**config.mk**
```make
export PLATFORM = sky130hd
export DESIGN_NAME = ssr_receiver
export DESIGN_NICKNAME = d
export VERILOG_FILES = /design/src/verilog/ssr_pkg.sv /design/src/verilog/ssr_fifo.sv /design/src/verilog/ssr_receiver.sv
export SDC_FILE = /design/constraint.sdc
export NUM_CORES = 1
export LEC_CHECK = 0
export BUFFER_PORTS_ARGS = -buffer_cell sky130_fd_sc_hd__buf_2
export CAP_MARGIN = 20
export CORE_UTILIZATION = 25
export DETAILED_ROUTE_END_ITERATION = 10
export GPL_TIMING_DRIVEN = 0
export SYNTH_ARGS = -nofsm -noshare
export SYNTH_HDL_FRONTEND = slang
export SYNTH_SLANG_ARGS = --single-unit
```
**constraint.sdc**
```tcl
create_clock -name clk -period 4.7 [get_ports clk]
set_input_delay 0.94 -clock clk [delete_from_list [all_inputs] [get_ports clk]]
set_output_delay 0.94 -clock clk [all_outputs]
set_load 0.05 [all_outputs]
```
**src/verilog/ssr_pkg.sv**
```systemverilog
// Package of register map, fields and constants for the sync serial receiver
`default_nettype none
package ssr_pkg;
   localparam int unsigned ADDR_W = 12;
   // Register byte offsets
   localparam logic [11:0] OFF_STOP   = 12'h000;
   localparam logic [11:0] OFF_CTRL   = 12'h004;
   localparam logic [11:0] OFF_FCTRL  = 12'h008;
   localparam logic [11:0] OFF_FSTAT  = 12'h00c;
   localparam logic [11:0] OFF_DATA   = 12'h010;
   localparam logic [11:0] OFF_IRQ_ST = 12'h014;
   localparam logic [11:0] OFF_IRQ_EN = 12'h018;
   localparam logic [11:0] OFF_IRQ_CL = 12'h01c;
   // Control register fields
   localparam int unsigned CTRL_TX_IRQ_EN     = 0;
   localparam int unsigned CTRL_RX_IRQ_EN     = 1;
   localparam int unsigned CTRL_TX_EN         = 2;
   localparam int unsigned CTRL_RX_EN         = 3;
   localparam int unsigned CTRL_TX_END_IRQ_EN = 4;
   localparam int unsigned CTRL_SYNC_MODE     = 5;
   localparam int unsigned CTRL_BIT_DIR       = 6;
   localparam int unsigned CTRL_W             = 7;
   // FIFO control fields
   localparam int unsigned FC_MODE   = 0;
   localparam int unsigned FC_CLEAR  = 1;
   localparam int unsigned FC_THR_LO = 4;
   localparam int unsigned THR_W     = 4;
   localparam logic [3:0]  THR_RST   = 4'h8;
   // Interrupt status bits
   localparam int unsigned IRQ_FULL    = 0;
   localparam int unsigned IRQ_OVERRUN = 1;
   localparam int unsigned IRQ_W       = 2;
   // FIFO geometry
   localparam int unsigned FIFO_DEPTH = 16;
   localparam int unsigned PTR_W      = 4;
   localparam int unsigned CNT_W      = 5;
   localparam int unsigned DATA_W     = 8;
   localparam logic [2:0]  LAST_BIT   = 3'h7;
   typedef enum logic [1:0] {
      SSR_STOPPED = 2'b00,
      SSR_IDLE    = 2'b01,
      SSR_SHIFT   = 2'b10
   } ssr_state_t;
endpackage : ssr_pkg
`default_nettype wire

```
**src/verilog/ssr_fifo.sv**
```systemverilog
// Receive FIFO with count and synchronous clear
`default_nettype none
module ssr_fifo (
   input  wire logic                      clk,
   input  wire logic                      srst,
   input  wire logic                      clear,
   input  wire logic                      push,
   input  wire logic [ssr_pkg::DATA_W-1:0] wdata,
   input  wire logic                      pop,
   output logic      [ssr_pkg::DATA_W-1:0] rdata,
   output logic      [ssr_pkg::CNT_W-1:0]  count,
   output logic                           full,
   output logic                           empty
);
   logic [ssr_pkg::DATA_W-1:0] mem [ssr_pkg::FIFO_DEPTH];
   logic [ssr_pkg::PTR_W-1:0]  wp_q;
   logic [ssr_pkg::PTR_W-1:0]  rp_q;
   logic [ssr_pkg::CNT_W-1:0]  cnt_q;
   wire                        do_push = push & ~full;
   wire                        do_pop  = pop & ~empty;

   assign full  = (cnt_q == ssr_pkg::CNT_W'(ssr_pkg::FIFO_DEPTH));
   assign empty = (cnt_q == '0);
   assign count = cnt_q;
   assign rdata = mem[rp_q];

   always_ff @(posedge clk) begin
      if (do_push) begin
         mem[wp_q] <= wdata;
      end
   end

   always_ff @(posedge clk) begin
      if (srst || clear) begin
         wp_q  <= '0;
         rp_q  <= '0;
         cnt_q <= '0;
      end else begin
         wp_q  <= wp_q + ssr_pkg::PTR_W'(do_push);
         rp_q  <= rp_q + ssr_pkg::PTR_W'(do_pop);
         cnt_q <= cnt_q + ssr_pkg::CNT_W'(do_push) - ssr_pkg::CNT_W'(do_pop);
      end
   end
endmodule : ssr_fifo
`default_nettype wire

```
**src/verilog/ssr_receiver.sv**
```systemverilog
// Clock-synchronous slave receiver with receive FIFO and APB registers
`default_nettype none
module ssr_receiver (
   input  wire logic        clk,
   input  wire logic        srst,
   input  wire logic [11:0] paddr,
   input  wire logic        psel,
   input  wire logic        penable,
   input  wire logic        pwrite,
   input  wire logic [31:0] pwdata,
   output logic      [31:0] prdata,
   output logic             pready,
   output logic             pslverr,
   input  wire logic        serial_clock_pin,
   input  wire logic        serial_data_in_pin,
   output logic             irq
);
   // Register state
   logic                             stop_q;
   logic [ssr_pkg::CTRL_W-1:0]       ctrl_q;
   logic                             fmode_q;
   logic [ssr_pkg::THR_W-1:0]        thr_q;
   logic [ssr_pkg::IRQ_W-1:0]        ist_q;
   logic [ssr_pkg::IRQ_W-1:0]        ien_q;
   logic [ssr_pkg::DATA_W-1:0]       single_q;
   logic                             single_v_q;
   logic [31:0]                      prdata_q;
   logic                             pop_ok_q;
   // Pin synchronisers: bit 0 carries the clock pin, bit 1 the data pin
   wire  [1:0]                       pin_raw = {serial_data_in_pin, serial_clock_pin};
   logic [1:0]                       pin_s0_q;
   logic [1:0]                       pin_s1_q;
   logic                             sck_prev_q;
   // Shifter
   ssr_pkg::ssr_state_t              st_q;
   logic [ssr_pkg::DATA_W-1:0]       shf_q;
   logic [2:0]                       bcnt_q;
   logic                             byte_v_q;
   logic [ssr_pkg::DATA_W-1:0]       byte_q;

   // Bus decode
   wire        acc      = psel & penable;
   wire        wr       = acc & pwrite;
   wire        rd       = acc & ~pwrite;
   wire        sel_stop = (paddr == ssr_pkg::OFF_STOP);
   wire        sel_ctrl = (paddr == ssr_pkg::OFF_CTRL);
   wire        sel_fc   = (paddr == ssr_pkg::OFF_FCTRL);
   wire        sel_fs   = (paddr == ssr_pkg::OFF_FSTAT);
   wire        sel_dat  = (paddr == ssr_pkg::OFF_DATA);
   wire        sel_ist  = (paddr == ssr_pkg::OFF_IRQ_ST);
   wire        sel_ien  = (paddr == ssr_pkg::OFF_IRQ_EN);
   wire        sel_icl  = (paddr == ssr_pkg::OFF_IRQ_CL);
   wire        mapped   = sel_stop | sel_ctrl | sel_fc | sel_fs | sel_dat | sel_ist
                          | sel_ien | sel_icl;

   // Zero wait states; unmapped accesses are refused, never stalled
   assign pready  = 1'b1;
   assign pslverr = acc & ~mapped;
   assign prdata  = prdata_q;

   // Channel operating state
   wire        running  = ~stop_q;
   wire        sync_on  = ctrl_q[ssr_pkg::CTRL_SYNC_MODE];
   wire        rx_on    = running & sync_on & ctrl_q[ssr_pkg::CTRL_RX_EN];
   wire        msb_first = ctrl_q[ssr_pkg::CTRL_BIT_DIR];
   wire        fifo_clr = wr & sel_fc & pwdata[ssr_pkg::FC_CLEAR];

   // Serial clock edge on the synchronised pin only
   wire        sck_rise = pin_s1_q[0] & ~sck_prev_q;
   wire        sdi      = pin_s1_q[1];

   // FIFO
   logic [ssr_pkg::DATA_W-1:0] f_rdata;
   logic [ssr_pkg::CNT_W-1:0]  f_count;
   logic                       f_full;
   logic                       f_empty;
   wire        push     = byte_v_q & fmode_q;
   // A pop needs data seen at setup, so a byte landing mid-read stays queued
   wire        pop_f    = rd & sel_dat & fmode_q & pop_ok_q;
   wire        pop_s    = rd & sel_dat & ~fmode_q & pop_ok_q;

   ssr_fifo u_fifo (
      .clk   (clk),
      .srst  (srst),
      .clear (fifo_clr),
      .push  (push),
      .wdata (byte_q),
      .pop   (pop_f),
      .rdata (f_rdata),
      .count (f_count),
      .full  (f_full),
      .empty (f_empty)
   );

   // Receive full flag: threshold reached, or a byte held in single mode
   // Threshold zero never reports full
   wire        thr_hit  = (f_count >= {1'b0, thr_q}) & (thr_q != '0);
   wire        rx_full  = fmode_q ? thr_hit : single_v_q;
   wire        ovr_ev   = byte_v_q & (fmode_q ? f_full : single_v_q);
   // Only full and overrun feed the status; no parity or framing sources exist
   wire [ssr_pkg::IRQ_W-1:0] ev;
   assign ev[ssr_pkg::IRQ_FULL]    = rx_full;
   assign ev[ssr_pkg::IRQ_OVERRUN] = ovr_ev;
   wire [ssr_pkg::IRQ_W-1:0] clr_bits = (wr & sel_icl) ? pwdata[ssr_pkg::IRQ_W-1:0] : '0;
   wire        rx_irq_gate = ctrl_q[ssr_pkg::CTRL_RX_IRQ_EN];
   assign irq = rx_irq_gate & |(ist_q & ien_q);

   // Bit assembly
   wire [ssr_pkg::DATA_W-1:0] shf_d = msb_first ? {shf_q[ssr_pkg::DATA_W-2:0], sdi}
                                                : {sdi, shf_q[ssr_pkg::DATA_W-1:1]};
   wire        last_bit = (bcnt_q == ssr_pkg::LAST_BIT);

   // Read mux
   wire [31:0] rd_fs = {{(32-ssr_pkg::CNT_W-3){1'b0}}, f_count, f_empty, f_full, rx_full};
   wire [31:0] rd_fc = {{(32-ssr_pkg::FC_THR_LO-ssr_pkg::THR_W){1'b0}}, thr_q,
                        {(ssr_pkg::FC_THR_LO-1){1'b0}}, fmode_q};
   wire [31:0] rd_dt = {24'h000000, fmode_q ? f_rdata : single_q};
   wire [31:0] rd_mux = sel_stop ? {31'h00000000, stop_q} :
                        sel_ctrl ? {{(32-ssr_pkg::CTRL_W){1'b0}}, ctrl_q} :
                        sel_fc   ? rd_fc :
                        sel_fs   ? rd_fs :
                        sel_dat  ? rd_dt :
                        sel_ist  ? {{(32-ssr_pkg::IRQ_W){1'b0}}, ist_q} :
                        sel_ien  ? {{(32-ssr_pkg::IRQ_W){1'b0}}, ien_q} :
                                   32'h00000000;

   always_ff @(posedge clk) begin
      if (srst) begin
         stop_q <= 1'b1;
      end else if (wr && sel_stop) begin
         stop_q <= pwdata[0];
      end
   end

   always_ff @(posedge clk) begin
      if (srst) begin
         ctrl_q <= '0;
      end else if (wr && sel_ctrl) begin
         ctrl_q <= pwdata[ssr_pkg::CTRL_W-1:0];
      end
   end

   always_ff @(posedge clk) begin
      if (srst) begin
         fmode_q <= 1'b0;
         thr_q   <= ssr_pkg::THR_RST;
      end else if (wr && sel_fc) begin
         fmode_q <= pwdata[ssr_pkg::FC_MODE];
         thr_q   <= pwdata[ssr_pkg::FC_THR_LO +: ssr_pkg::THR_W];
      end
   end

   always_ff @(posedge clk) begin
      if (srst) begin
         ien_q <= '0;
      end else if (wr && sel_ien) begin
         ien_q <= pwdata[ssr_pkg::IRQ_W-1:0];
      end
   end

   // One sticky bit per event; set wins over a clear in the same cycle
   for (genvar g = 0; g < ssr_pkg::IRQ_W; g++) begin : g_status
      always_ff @(posedge clk) begin
         if (srst) begin
            ist_q[g] <= 1'b0;
         end else begin
            ist_q[g] <= (ist_q[g] & ~clr_bits[g]) | ev[g];
         end
      end
   end

   always_ff @(posedge clk) begin
      if (srst) begin
         prdata_q <= 32'h00000000;
      end else if (psel && !penable && !pwrite) begin
         prdata_q <= rd_mux;
      end
   end

   always_ff @(posedge clk) begin
      if (srst) begin
         pop_ok_q <= 1'b0;
      end else if (psel && !penable && !pwrite) begin
         pop_ok_q <= fmode_q ? ~f_empty : single_v_q;
      end
   end

   // Single-register mode holds one byte; overrun drops the new one
   always_ff @(posedge clk) begin
      if (srst) begin
         single_q   <= '0;
         single_v_q <= 1'b0;
      end else if (byte_v_q && !fmode_q && !single_v_q) begin
         single_q   <= byte_q;
         single_v_q <= 1'b1;
      end else if (pop_s) begin
         single_v_q <= 1'b0;
      end
   end

   for (genvar p = 0; p < 2; p++) begin : g_sync
      always_ff @(posedge clk) begin
         if (srst) begin
            pin_s0_q[p] <= 1'b0;
            pin_s1_q[p] <= 1'b0;
         end else begin
            pin_s0_q[p] <= pin_raw[p];
            pin_s1_q[p] <= pin_s0_q[p];
         end
      end
   end

   // Edge memory resets to the idle low level, so no false edge follows reset
   always_ff @(posedge clk) begin
      if (srst) begin
         sck_prev_q <= 1'b0;
      end else begin
         sck_prev_q <= pin_s1_q[0];
      end
   end

   // Shifter: eight bits on rising serial clock, no handshake lines
   wire        in_frame = (st_q == ssr_pkg::SSR_IDLE) | (st_q == ssr_pkg::SSR_SHIFT);
   wire        bit_take = rx_on & sck_rise & in_frame;
   wire        byte_end = bit_take & (st_q == ssr_pkg::SSR_SHIFT) & last_bit;
   ssr_pkg::ssr_state_t              st_d;

   always_comb begin
      st_d = st_q;
      case (st_q)
         ssr_pkg::SSR_STOPPED: begin
            if (rx_on) begin
               st_d = ssr_pkg::SSR_IDLE;
            end
         end
         ssr_pkg::SSR_IDLE: begin
            if (!rx_on) begin
               st_d = ssr_pkg::SSR_STOPPED;
            end else if (sck_rise) begin
               st_d = ssr_pkg::SSR_SHIFT;
            end
         end
         ssr_pkg::SSR_SHIFT: begin
            if (!rx_on) begin
               st_d = ssr_pkg::SSR_STOPPED;
            end else if (byte_end) begin
               st_d = ssr_pkg::SSR_IDLE;
            end
         end
         default: begin
            st_d = ssr_pkg::SSR_STOPPED;
         end
      endcase
   end

   always_ff @(posedge clk) begin
      if (srst) begin
         st_q <= ssr_pkg::SSR_STOPPED;
      end else begin
         st_q <= st_d;
      end
   end

   // Count restarts whenever the channel stops, so a cut byte is discarded
   always_ff @(posedge clk) begin
      if (srst || st_q == ssr_pkg::SSR_STOPPED) begin
         bcnt_q <= 3'h0;
      end else if (bit_take) begin
         bcnt_q <= bcnt_q + 3'h1;
      end
   end

   always_ff @(posedge clk) begin
      if (srst) begin
         shf_q <= '0;
      end else if (bit_take) begin
         shf_q <= shf_d;
      end
   end

   always_ff @(posedge clk) begin
      if (srst) begin
         byte_v_q <= 1'b0;
         byte_q   <= '0;
      end else begin
         byte_v_q <= byte_end;
         if (byte_end) begin
            byte_q <= shf_d;
         end
      end
   end
endmodule : ssr_receiver
`default_nettype wire
```
==> results of run 1 <==
## cell type report
type,instances,area share [%]
plain buffers,61,3.42
clock buffers,27,5.44
clock inverters,13,0.682
inverters,19,0.682
multi-input cells,414,30.9
flip-flops and latches,203,51.1
well taps,455,5.44
repair buffers,40,2.27
## final timing paths
kind	cells past startpoint	end	slack [ns]	from
min reg2reg	1	pin_s1_q[0]$_SDFF_PP0_	0.44	pin_s0_q[0]$_SDFF_PP0_
max reg2reg	13	u_fifo.count[4]$_SDFF_PP0_	1.47	u_fifo.count[3]$_SDFF_PP0_
max	12	u_fifo.count[4]$_SDFF_PP0_	1.31	paddr[6]
min	1	pin_s1_q[0]$_SDFF_PP0_	0.44	pin_s0_q[0]$_SDFF_PP0_
## logic make-up after synthesis
group,Yosys count,synth area share [%]
AOI/OAI and AO/OA,96,7.21
xor gates and xnor gates,11,1.08
adders and majority gates,19,2.75
buffers and inverters,80,4.82
DFF,203,60.0
muxes,69,12.9
other,2,0.0844
and+or+nand+nor,194,11.1
## worst max-delay path, stage by stage
cell     delay (ns)
buf_2          0.11
nor4_4         0.49
and4_1         0.26
buf_2          0.17
nand3_1        0.15
or4b_1         0.65
fa_1           0.48
a21oi_1        0.16
nor2_1         0.05
nor2_1         0.11
xnor2_1        0.14
nor2_1         0.05
## layer usage
metal | share of wire, % | global-route usage [%] | wire [um] | vias to the layer above
met5 | 0 | 0 | 0 | -
met4 | 1.8 | 3.57 | 380 | 0
met3 | 5.2 | 1.49 | 1090 | 29
met2 | 48 | 19.3 | 9970 | 187
met1 | 45 | 15.9 | 9520 | 2793
li1 | - | - | - | 2643
## cell usage after synthesis (all sizes together), types with 2 or more instances
cell     number  area (um^2)
a2111oi       2         23.8
a211oi       17          128
a21o          5         37.5
a21oi        28          140
a22oi         5         37.5
a31oi         2         12.5
and2          5         31.3
and3          6         37.5
buf          39          275
clkbuf       22         82.6
conb          2         7.51
dfxtp        75         1500
edfxtp      128         3840
ha           18          225
inv          18         67.6
mux2i        33          330
mux4         36          815
nand2        35          131
nand2b        8         50.1
nand3         5         25.0
nand3b        4         30.0
nand4         7         43.8
nor2         77          289
nor2b        13         81.3
nor3         12         71.3
nor3b         4         35.0
nor4          6         52.6
nor4b         3         41.3
o21ai        16         80.1
o221ai        2         17.5
o2bb2ai       3         26.3
o311a         2         20.0
o31ai         2         15.0
o32ai         3         26.3
or3           2         12.5
xnor2         9         78.8
xor2          2         17.5
## power by group
part / internal [mW] / switching (mW) / leakage [nW]
Sequential: 1.88 / 0.00225 / 1.79
Clock: 0.862 / 0.687 / 0.313
Combinational: 0.0381 / 0.0974 / 1.43
## sequential cells by signal (all words and copies together) (netlist names), 2 cells and up
signal	cells
u_fifo.mem	128
bcnt_q	3
pin_s0_q	2
prdata	8
single_q	8
u_fifo.count	5
u_fifo.wp_q	4
byte_q	8
shf_q	8
thr_q	4
st_q	2
u_fifo.rp_q	4
ctrl_q	7
ist_q	2
ien_q	2
==> impl_metrics.tcl, run 1 <==
set metrics [dict create \
    cts_root_buf "clkbuf_16" \
    synth_flop_cell "edfxtp_1" \
    arrival_ns 3.78 \
    clkTransAtPathRegs_ns 0.05 \
    start_util_pct 25.6 \
    ys_ff_latch 203 \
    clock_skew_ns 0.00976 \
    end_kind "flip-flop" \
    ys_types 65 \
    antenna_found_initial 0 \
    diodes 0 \
    cts_setup_buffers 0 \
    routed_via_density 4.59 \
    worstHoldPathType "flip-flop to flip-flop" \
    fin_area_um2 10500 \
    synth-edff-count 128 \
    die-area_um2 36400 \
    dp.final_hpwl_mm 14.3 \
    multiInputGateArea_um2 3230 \
    layout.cells.non_filler 1232 \
    final_max_slew_viol_count 0 \
    layout_commonest_cell "edfxtp_1" \
    pre_cts_slack_ns 0.861 \
    ir_drop_mv 0.209 \
    clock_latency_ns 0.51 \
    placedCellCount 1189 \
    cts_tree "yes" \
    worstPathRequired_ns 5.09 \
    p_per_area_nw_per_um2 341 \
    die_x_um 191 \
    synthCells 674 \
    finalCritPeriodShare_pct 72.1 \
    max_cap_violations 0 \
    nFillCells 3466 \
    max_freq_mhz 295 \
    grtUsageTotal_pct 11.7 \
    period_needed_ns 3.39 \
    whs_ns 0.436 \
    portBuffers 34 \
    worst_slack_ns 1.31 \
    layout_common_cells "128 x edfxtp_1, 77 x nor2_1, 75 x dfxtp_1" \
    dpl_cell_area_um2 9780 \
    gp_congestion 0.825 \
    cts.repair.resized 0 \
    cts_sinks 203 \
    routed_wl_mm 21.0 \
    cts_buffer_depth 3 \
    regArea_um2 5350 \
    fp.dieH_um 191 \
    status "finished, final reports clean" \
    htree_levels 1 \
    fp-row-count 68 \
    worstSetupPathType "input pin to flip-flop" \
    overflow 0 \
    wl_per_cell_um 17.0 \
    power_mw 3.56 \
    final_util_pct 30.0 \
    drt_iter0_markers 556 \
    setup_tns_ns 0 \
    grt_max_degree 19 \
    ant_nets 0 \
    maxSlewHeadroom_pct 26.4 \
    io_pins 86 \
    worst_pin_slew_ns 1.10 \
    layout.nets 831 \
    finalSetupViolations 0 \
    grt_pass1_wl_mm 32.4 \
    grt_pass1_vias 5478 \
    cts_hold_buf 0 \
    drcViolationCount 0 \
    synth.avg_cell_area_um2 13.2 \
    drive_gt1_share_pct 19.2 \
    ys_warn_count 0 \
    ys_seq_area_share_pct 60.0 \
    vias 5652 \
    firstDrtPassIters 5 \
    leakage_nw 3.53 \
    area_delta_synth_final_pct 17.5 \
    hold_violations 0 \
    netlist_area_um2 8900 \
    core_um2 34800 \
    cp_max_fo 9 \
    async_flop_share_pct 0 \
    rsz0062_at_grt "no" \
    cts_made_buffers 22 \
    crit_path_start_kind "input pin" \
]
(Power assumes the default switching activity.)
==> inputs of run 2 (changes only) <==
Clock period 4.7 ns to 3.4 ns, I/O delays scaled along.
==> impl_metrics.tcl, run 2 (synthesis gave the netlist of run 1 again) <==
set metrics [dict create \
    status "finished, final reports clean" \
    worstSetupPathType "flip-flop to flip-flop" \
    antenna_found_initial 0 \
    routed_wl_mm 20.9 \
    htree_levels 1 \
    cts_buffer_depth 3 \
    grtUsageTotal_pct 11.7 \
    worstHoldPathType "input pin to flip-flop" \
    fp.dieH_um 191 \
    final_util_pct 30.1 \
    max_cap_violations 0 \
    io_pins 86 \
    finalSetupViolations 0 \
    start_util_pct 25.6 \
    layout_common_cells "128 x edfxtp_1, 77 x nor2_1, 75 x dfxtp_1" \
    final_max_slew_viol_count 0 \
    nFillCells 3465 \
    crit_path_top_delay_cell "nor2_1" \
    wl_per_cell_um 17.0 \
    largest_reg_flops 128 \
    worst_slack_ns 0.248 \
    critical_path.top_delay_family "simple AND/OR/NAND/NOR gates" \
    clock_latency_ns 0.51 \
    hold_violations 0 \
    grt_pass1_wl_mm 32.4 \
    cts_root_buf "clkbuf_16" \
    routed_via_density 4.57 \
    vias 5630 \
    finalCritPeriodShare_pct 92.7 \
    arrival_ns 3.28 \
    worst_pin_slew_ns 1.10 \
    die_x_um 191 \
    dpl_cell_area_um2 9780 \
    drive_gt1_share_pct 19.3 \
    fp-row-count 68 \
    dp.final_hpwl_mm 14.3 \
    crit_path_start_kind "flip-flop" \
    pre_cts_slack_ns -0.179 \
    ant_nets 0 \
    rsz0062_at_grt "no" \
    cts_tree "yes" \
    clkTransAtPathRegs_ns 0.06 \
    crit_buf_inv 2 \
    setup_tns_ns 0 \
    overflow 0 \
    critPathMaxStageDelay_ns 0.82 \
    gp_congestion 0.825 \
    end_kind "flip-flop" \
    drcViolationCount 0 \
    layout.nets 831 \
    worstPathRequired_ns 3.53 \
    drt_iter0_markers 550 \
    cp_max_fo 8 \
    area_delta_synth_final_pct 17.5 \
    firstDrtPassIters 5 \
    core_um2 34800 \
    leakage_nw 3.53 \
    maxSlewHeadroom_pct 26.6 \
    regArea_um2 5350 \
    clock_skew_ns 0.00756 \
    max_freq_mhz 317 \
    fin_area_um2 10500 \
    cts_sinks 203 \
    multiInputGateArea_um2 3240 \
    cts_made_buffers 22 \
    ir_drop_mv 0.290 \
    diodes 0 \
    grt_max_degree 19 \
    period_needed_ns 3.15 \
    portBuffers 34 \
    crit_chain "inv_1, ha_1, nor3b_1, nand2_1, and3_1, clkbuf_1, or3b_2, nor2_1" \
    layout_commonest_cell "edfxtp_1" \
    p_per_area_nw_per_um2 470 \
    grt_pass1_vias 5478 \
    die-area_um2 36400 \
    largest-register "u_fifo.mem" \
]
-- run 2: area by class of cell --
class / count / area share (%)
Buffer: 61 / 3.42
Timing Repair Buffer: 40 / 2.27
Clock buffer: 27 / 5.44
Multi-Input combinational cell: 414 / 31.0
Sequential cell: 203 / 51.1
Inverter: 19 / 0.682
Clock inverter: 13 / 0.682
Tap cell: 455 / 5.44
-- run 2: what timing repair did --
item,CTS,global route
setup endpoints to repair,0,1
resized for setup,0,1
hold buffers,0,0
setup buffers,0,0
-- run 2: power by group --
part	internal [mW]	leakage, nW	switching, mW
clock network	1.19	0.313	0.947
logic	0.0527	1.43	0.134
registers	2.59	1.79	0.00307
-- run 2: final timing paths --
kind | start | endpoint | slack, ns | cells after the start
max | u_fifo.count[3]$_SDFF_PP0_ | u_fifo.mem[8][7]$_DFFE_PP_ | 0.25 | 8
min | pwdata[7] | thr_q[3]$_SDFFE_PP1P_ | 0.39 | 2
max reg2reg | u_fifo.count[3]$_SDFF_PP0_ | u_fifo.mem[8][7]$_DFFE_PP_ | 0.25 | 8
min reg2reg | pin_s0_q[0]$_SDFF_PP0_ | pin_s1_q[0]$_SDFF_PP0_ | 0.44 | 1
-- run 2: metal layers --
metal | wire length [um] | vias up | GRT usage [%]
li1 | - | 2643 | -
met1 | 9490 | 2788 | 15.9
met2 | 9990 | 169 | 19.3
met3 | 1060 | 30 | 1.49
met4 | 381 | 0 | 3.57
met5 | 0 | - | 0
-- run 2: metrics by stage --
| step | hold WS (ns) | cells | total power, mW |
|---|---|---|---|
| floorplan | 0.414 | 697 | 2.79 |
| global placement | 0.422 | 1186 | 2.83 |
| detailed placement | 0.428 | 1189 | 2.83 |
| CTS | 0.376 | 1229 | 4.96 |
| global route | 0.372 | 1232 | 5.07 |
| finish | 0.386 | 1232 | 4.92 |
==> inputs of run 3 (changes only) <==
Settings changed: CORE_MARGIN set to 2, RECOVER_POWER set to 25.
==> impl_metrics.tcl, run 3 (synthesis gave the netlist of run 1 again) <==
set metrics [dict create \
    drcViolationCount 0 \
    drive_gt1_share_pct 19.8 \
    routed_wl_mm 20.8 \
    max_cap_violations 0 \
    overflow 0 \
    cts_sinks 203 \
    wl_per_cell_um 16.7 \
    fp.dieH_um 193 \
    finalCritPeriodShare_pct 92.5 \
    status "finished, final reports clean" \
    grt_pass1_vias 5391 \
    crit_path_start_kind "flip-flop" \
    area_delta_synth_final_pct 18.1 \
    cts_root_buf "clkbuf_16" \
    largest_reg_flops 128 \
    worstHoldEndpoint "thr_q[3]$_SDFFE_PP1P_" \
    io_pins 86 \
    core_um2 35300 \
    layout_common_cells "128 x edfxtp_1, 77 x nor2_1, 75 x dfxtp_1" \
    grt_pass1_wl_mm 31.7 \
    worstSetupPathType "flip-flop to flip-flop" \
    largest-register "u_fifo.mem" \
    grt_max_degree 19 \
    clock_latency_ns 0.51 \
    rsz0062_at_grt "no" \
    ff2ff_setup_slack_ns 0.25 \
    leakage_nw 3.56 \
    hold_violations 0 \
    multiInputGateArea_um2 3240 \
    worstHoldPathType "input pin to flip-flop" \
    fin_area_um2 10500 \
    gp_congestion 0.847 \
    arrival_ns 3.26 \
    die-area_um2 37100 \
    clock_skew_ns 0.0170 \
    start_util_pct 25.2 \
    finalSetupViolations 0 \
    drt_iter0_markers 539 \
    cts_tree "yes" \
    dpl_cell_area_um2 9800 \
    layout.nets 836 \
    maxSlewHeadroom_pct 23.9 \
    max_freq_mhz 318 \
    nFillCells 3554 \
    setup_tns_ns 0 \
    end_kind "flip-flop" \
    dp.final_hpwl_mm 14.4 \
    worst_pin_slew_ns 1.14 \
    cp_max_fo 8 \
    regArea_um2 5350 \
    worstReg2RegEnd "u_fifo.mem[8][3]$_DFFE_PP_" \
    hold_depth 2 \
    cts_made_buffers 22 \
    r2r_cells 8 \
    firstDrtPassIters 4 \
    routed_via_density 4.52 \
    hold_start "pwdata[7]" \
    final_max_slew_viol_count 0 \
    p_per_area_nw_per_um2 468 \
    cts_hold_buf 0 \
    grtUsageTotal_pct 11.3 \
    diodes 0 \
    ant_nets 0 \
    period_needed_ns 3.15 \
    layout_commonest_cell "edfxtp_1" \
    vias 5621 \
    final_util_pct 29.8 \
    portBuffers 34 \
    worstPathRequired_ns 3.51 \
    htree_levels 1 \
    r2r-start "u_fifo.count[2]$_SDFF_PP0_" \
    fp-row-count 69 \
    antenna_found_initial 0 \
    die_x_um 193 \
    ir_drop_mv 0.317 \
    clkTransAtPathRegs_ns 0.07 \
    cts_buffer_depth 3 \
]
run 3: cell count changes in the layout (fill, tap and decap cells not counted), sizes merged:
cell    previous run  this run
buf               79        84
clkbuf            49        47
clkinv            13        14
inv               18        19
run 3: where the power goes:
group / leakage (nW) / internal, mW / switching [mW] / total, mW
Combinational: 1.46 / 0.0538 / 0.136 / 0.189
Clock: 0.314 / 1.19 / 0.948 / 2.14
Sequential: 1.79 / 2.59 / 0.00304 / 2.60
Total: 3.56 / 3.84 / 1.09 / 4.92
run 3: layer usage:
metal  up-vias  track usage (%)  share of wire [%]  wire length (um)
met3        26             1.51                5.2              1080
li1       2655                -                  -                 -
met2       158             18.9                 49             10100
met5         -                0                  0                 0
met4         0             3.20                1.8               375
met1      2782             15.2                 44              9220
run 3: what timing repair did:
| action | 4_1_cts | 5_1_grt |
|---|---|---|
| setup buffers | 0 | 3 |
| endpoints found under the setup margin | 0 | 1 |
| gates resized for setup | 0 | 1 |
run 3: worst max-delay path by stage:
stage / start / end / slack [ns] / depth (start not counted)
6_report: u_fifo.count[2]$_SDFF_PP0_ / u_fifo.mem[8][3]$_DFFE_PP_ / 0.25 / 8
5_1_grt: fmode_q$_SDFFE_PP0P_ / u_fifo.count[4]$_SDFF_PP0_ / 0.02 / 12
4_1_cts: u_fifo.count[2]$_SDFF_PP0_ / u_fifo.mem[4][2]$_DFFE_PP_ / 0.19 / 8
3_5_place_dp: paddr[6] / u_fifo.count[4]$_SDFF_PP0_ / -0.31 / 12
3_3_place_gp: paddr[6] / u_fifo.count[4]$_SDFF_PP0_ / -0.32 / 12
2_1_floorplan: paddr[6] / u_fifo.count[4]$_SDFF_PP0_ / 0.29 / 11
run 3: stage by stage:
| stage | hold WS (ns) | instances | power (mW) | setup slack [ns] |
|---|---|---|---|---|
| 2_1_floorplan | 0.414 | 697 | 2.79 | 0.289 |
| 3_3_place_gp | 0.420 | 1192 | 2.83 | -0.316 |
| 6_report | 0.392 | 1243 | 4.92 | 0.254 |
| 4_1_cts | 0.378 | 1236 | 4.96 | 0.190 |
| 5_1_grt | 0.382 | 1243 | 5.06 | 0.0200 |
| 3_5_place_dp | 0.426 | 1196 | 2.83 | -0.309 |
run 3: critical path: stages (launching register included):
cell,delay [ns]
dfxtp_1,0.43
inv_1,0.09
ha_1,0.23
nor3b_1,0.16
nand2_1,0.09
and3_1,0.15
clkbuf_1,0.24
or3b_2,0.54
nor2_1,0.82
run 3: cell type report:
type	count	share of cell area, %
well taps	461	5.49
clock buffers	25	5.34
multi-input cells	414	30.8
flip-flops and latches	203	50.8
repair buffers	45	2.65
clock inverters	15	0.785
plain buffers	61	3.40
inverters	19	0.678
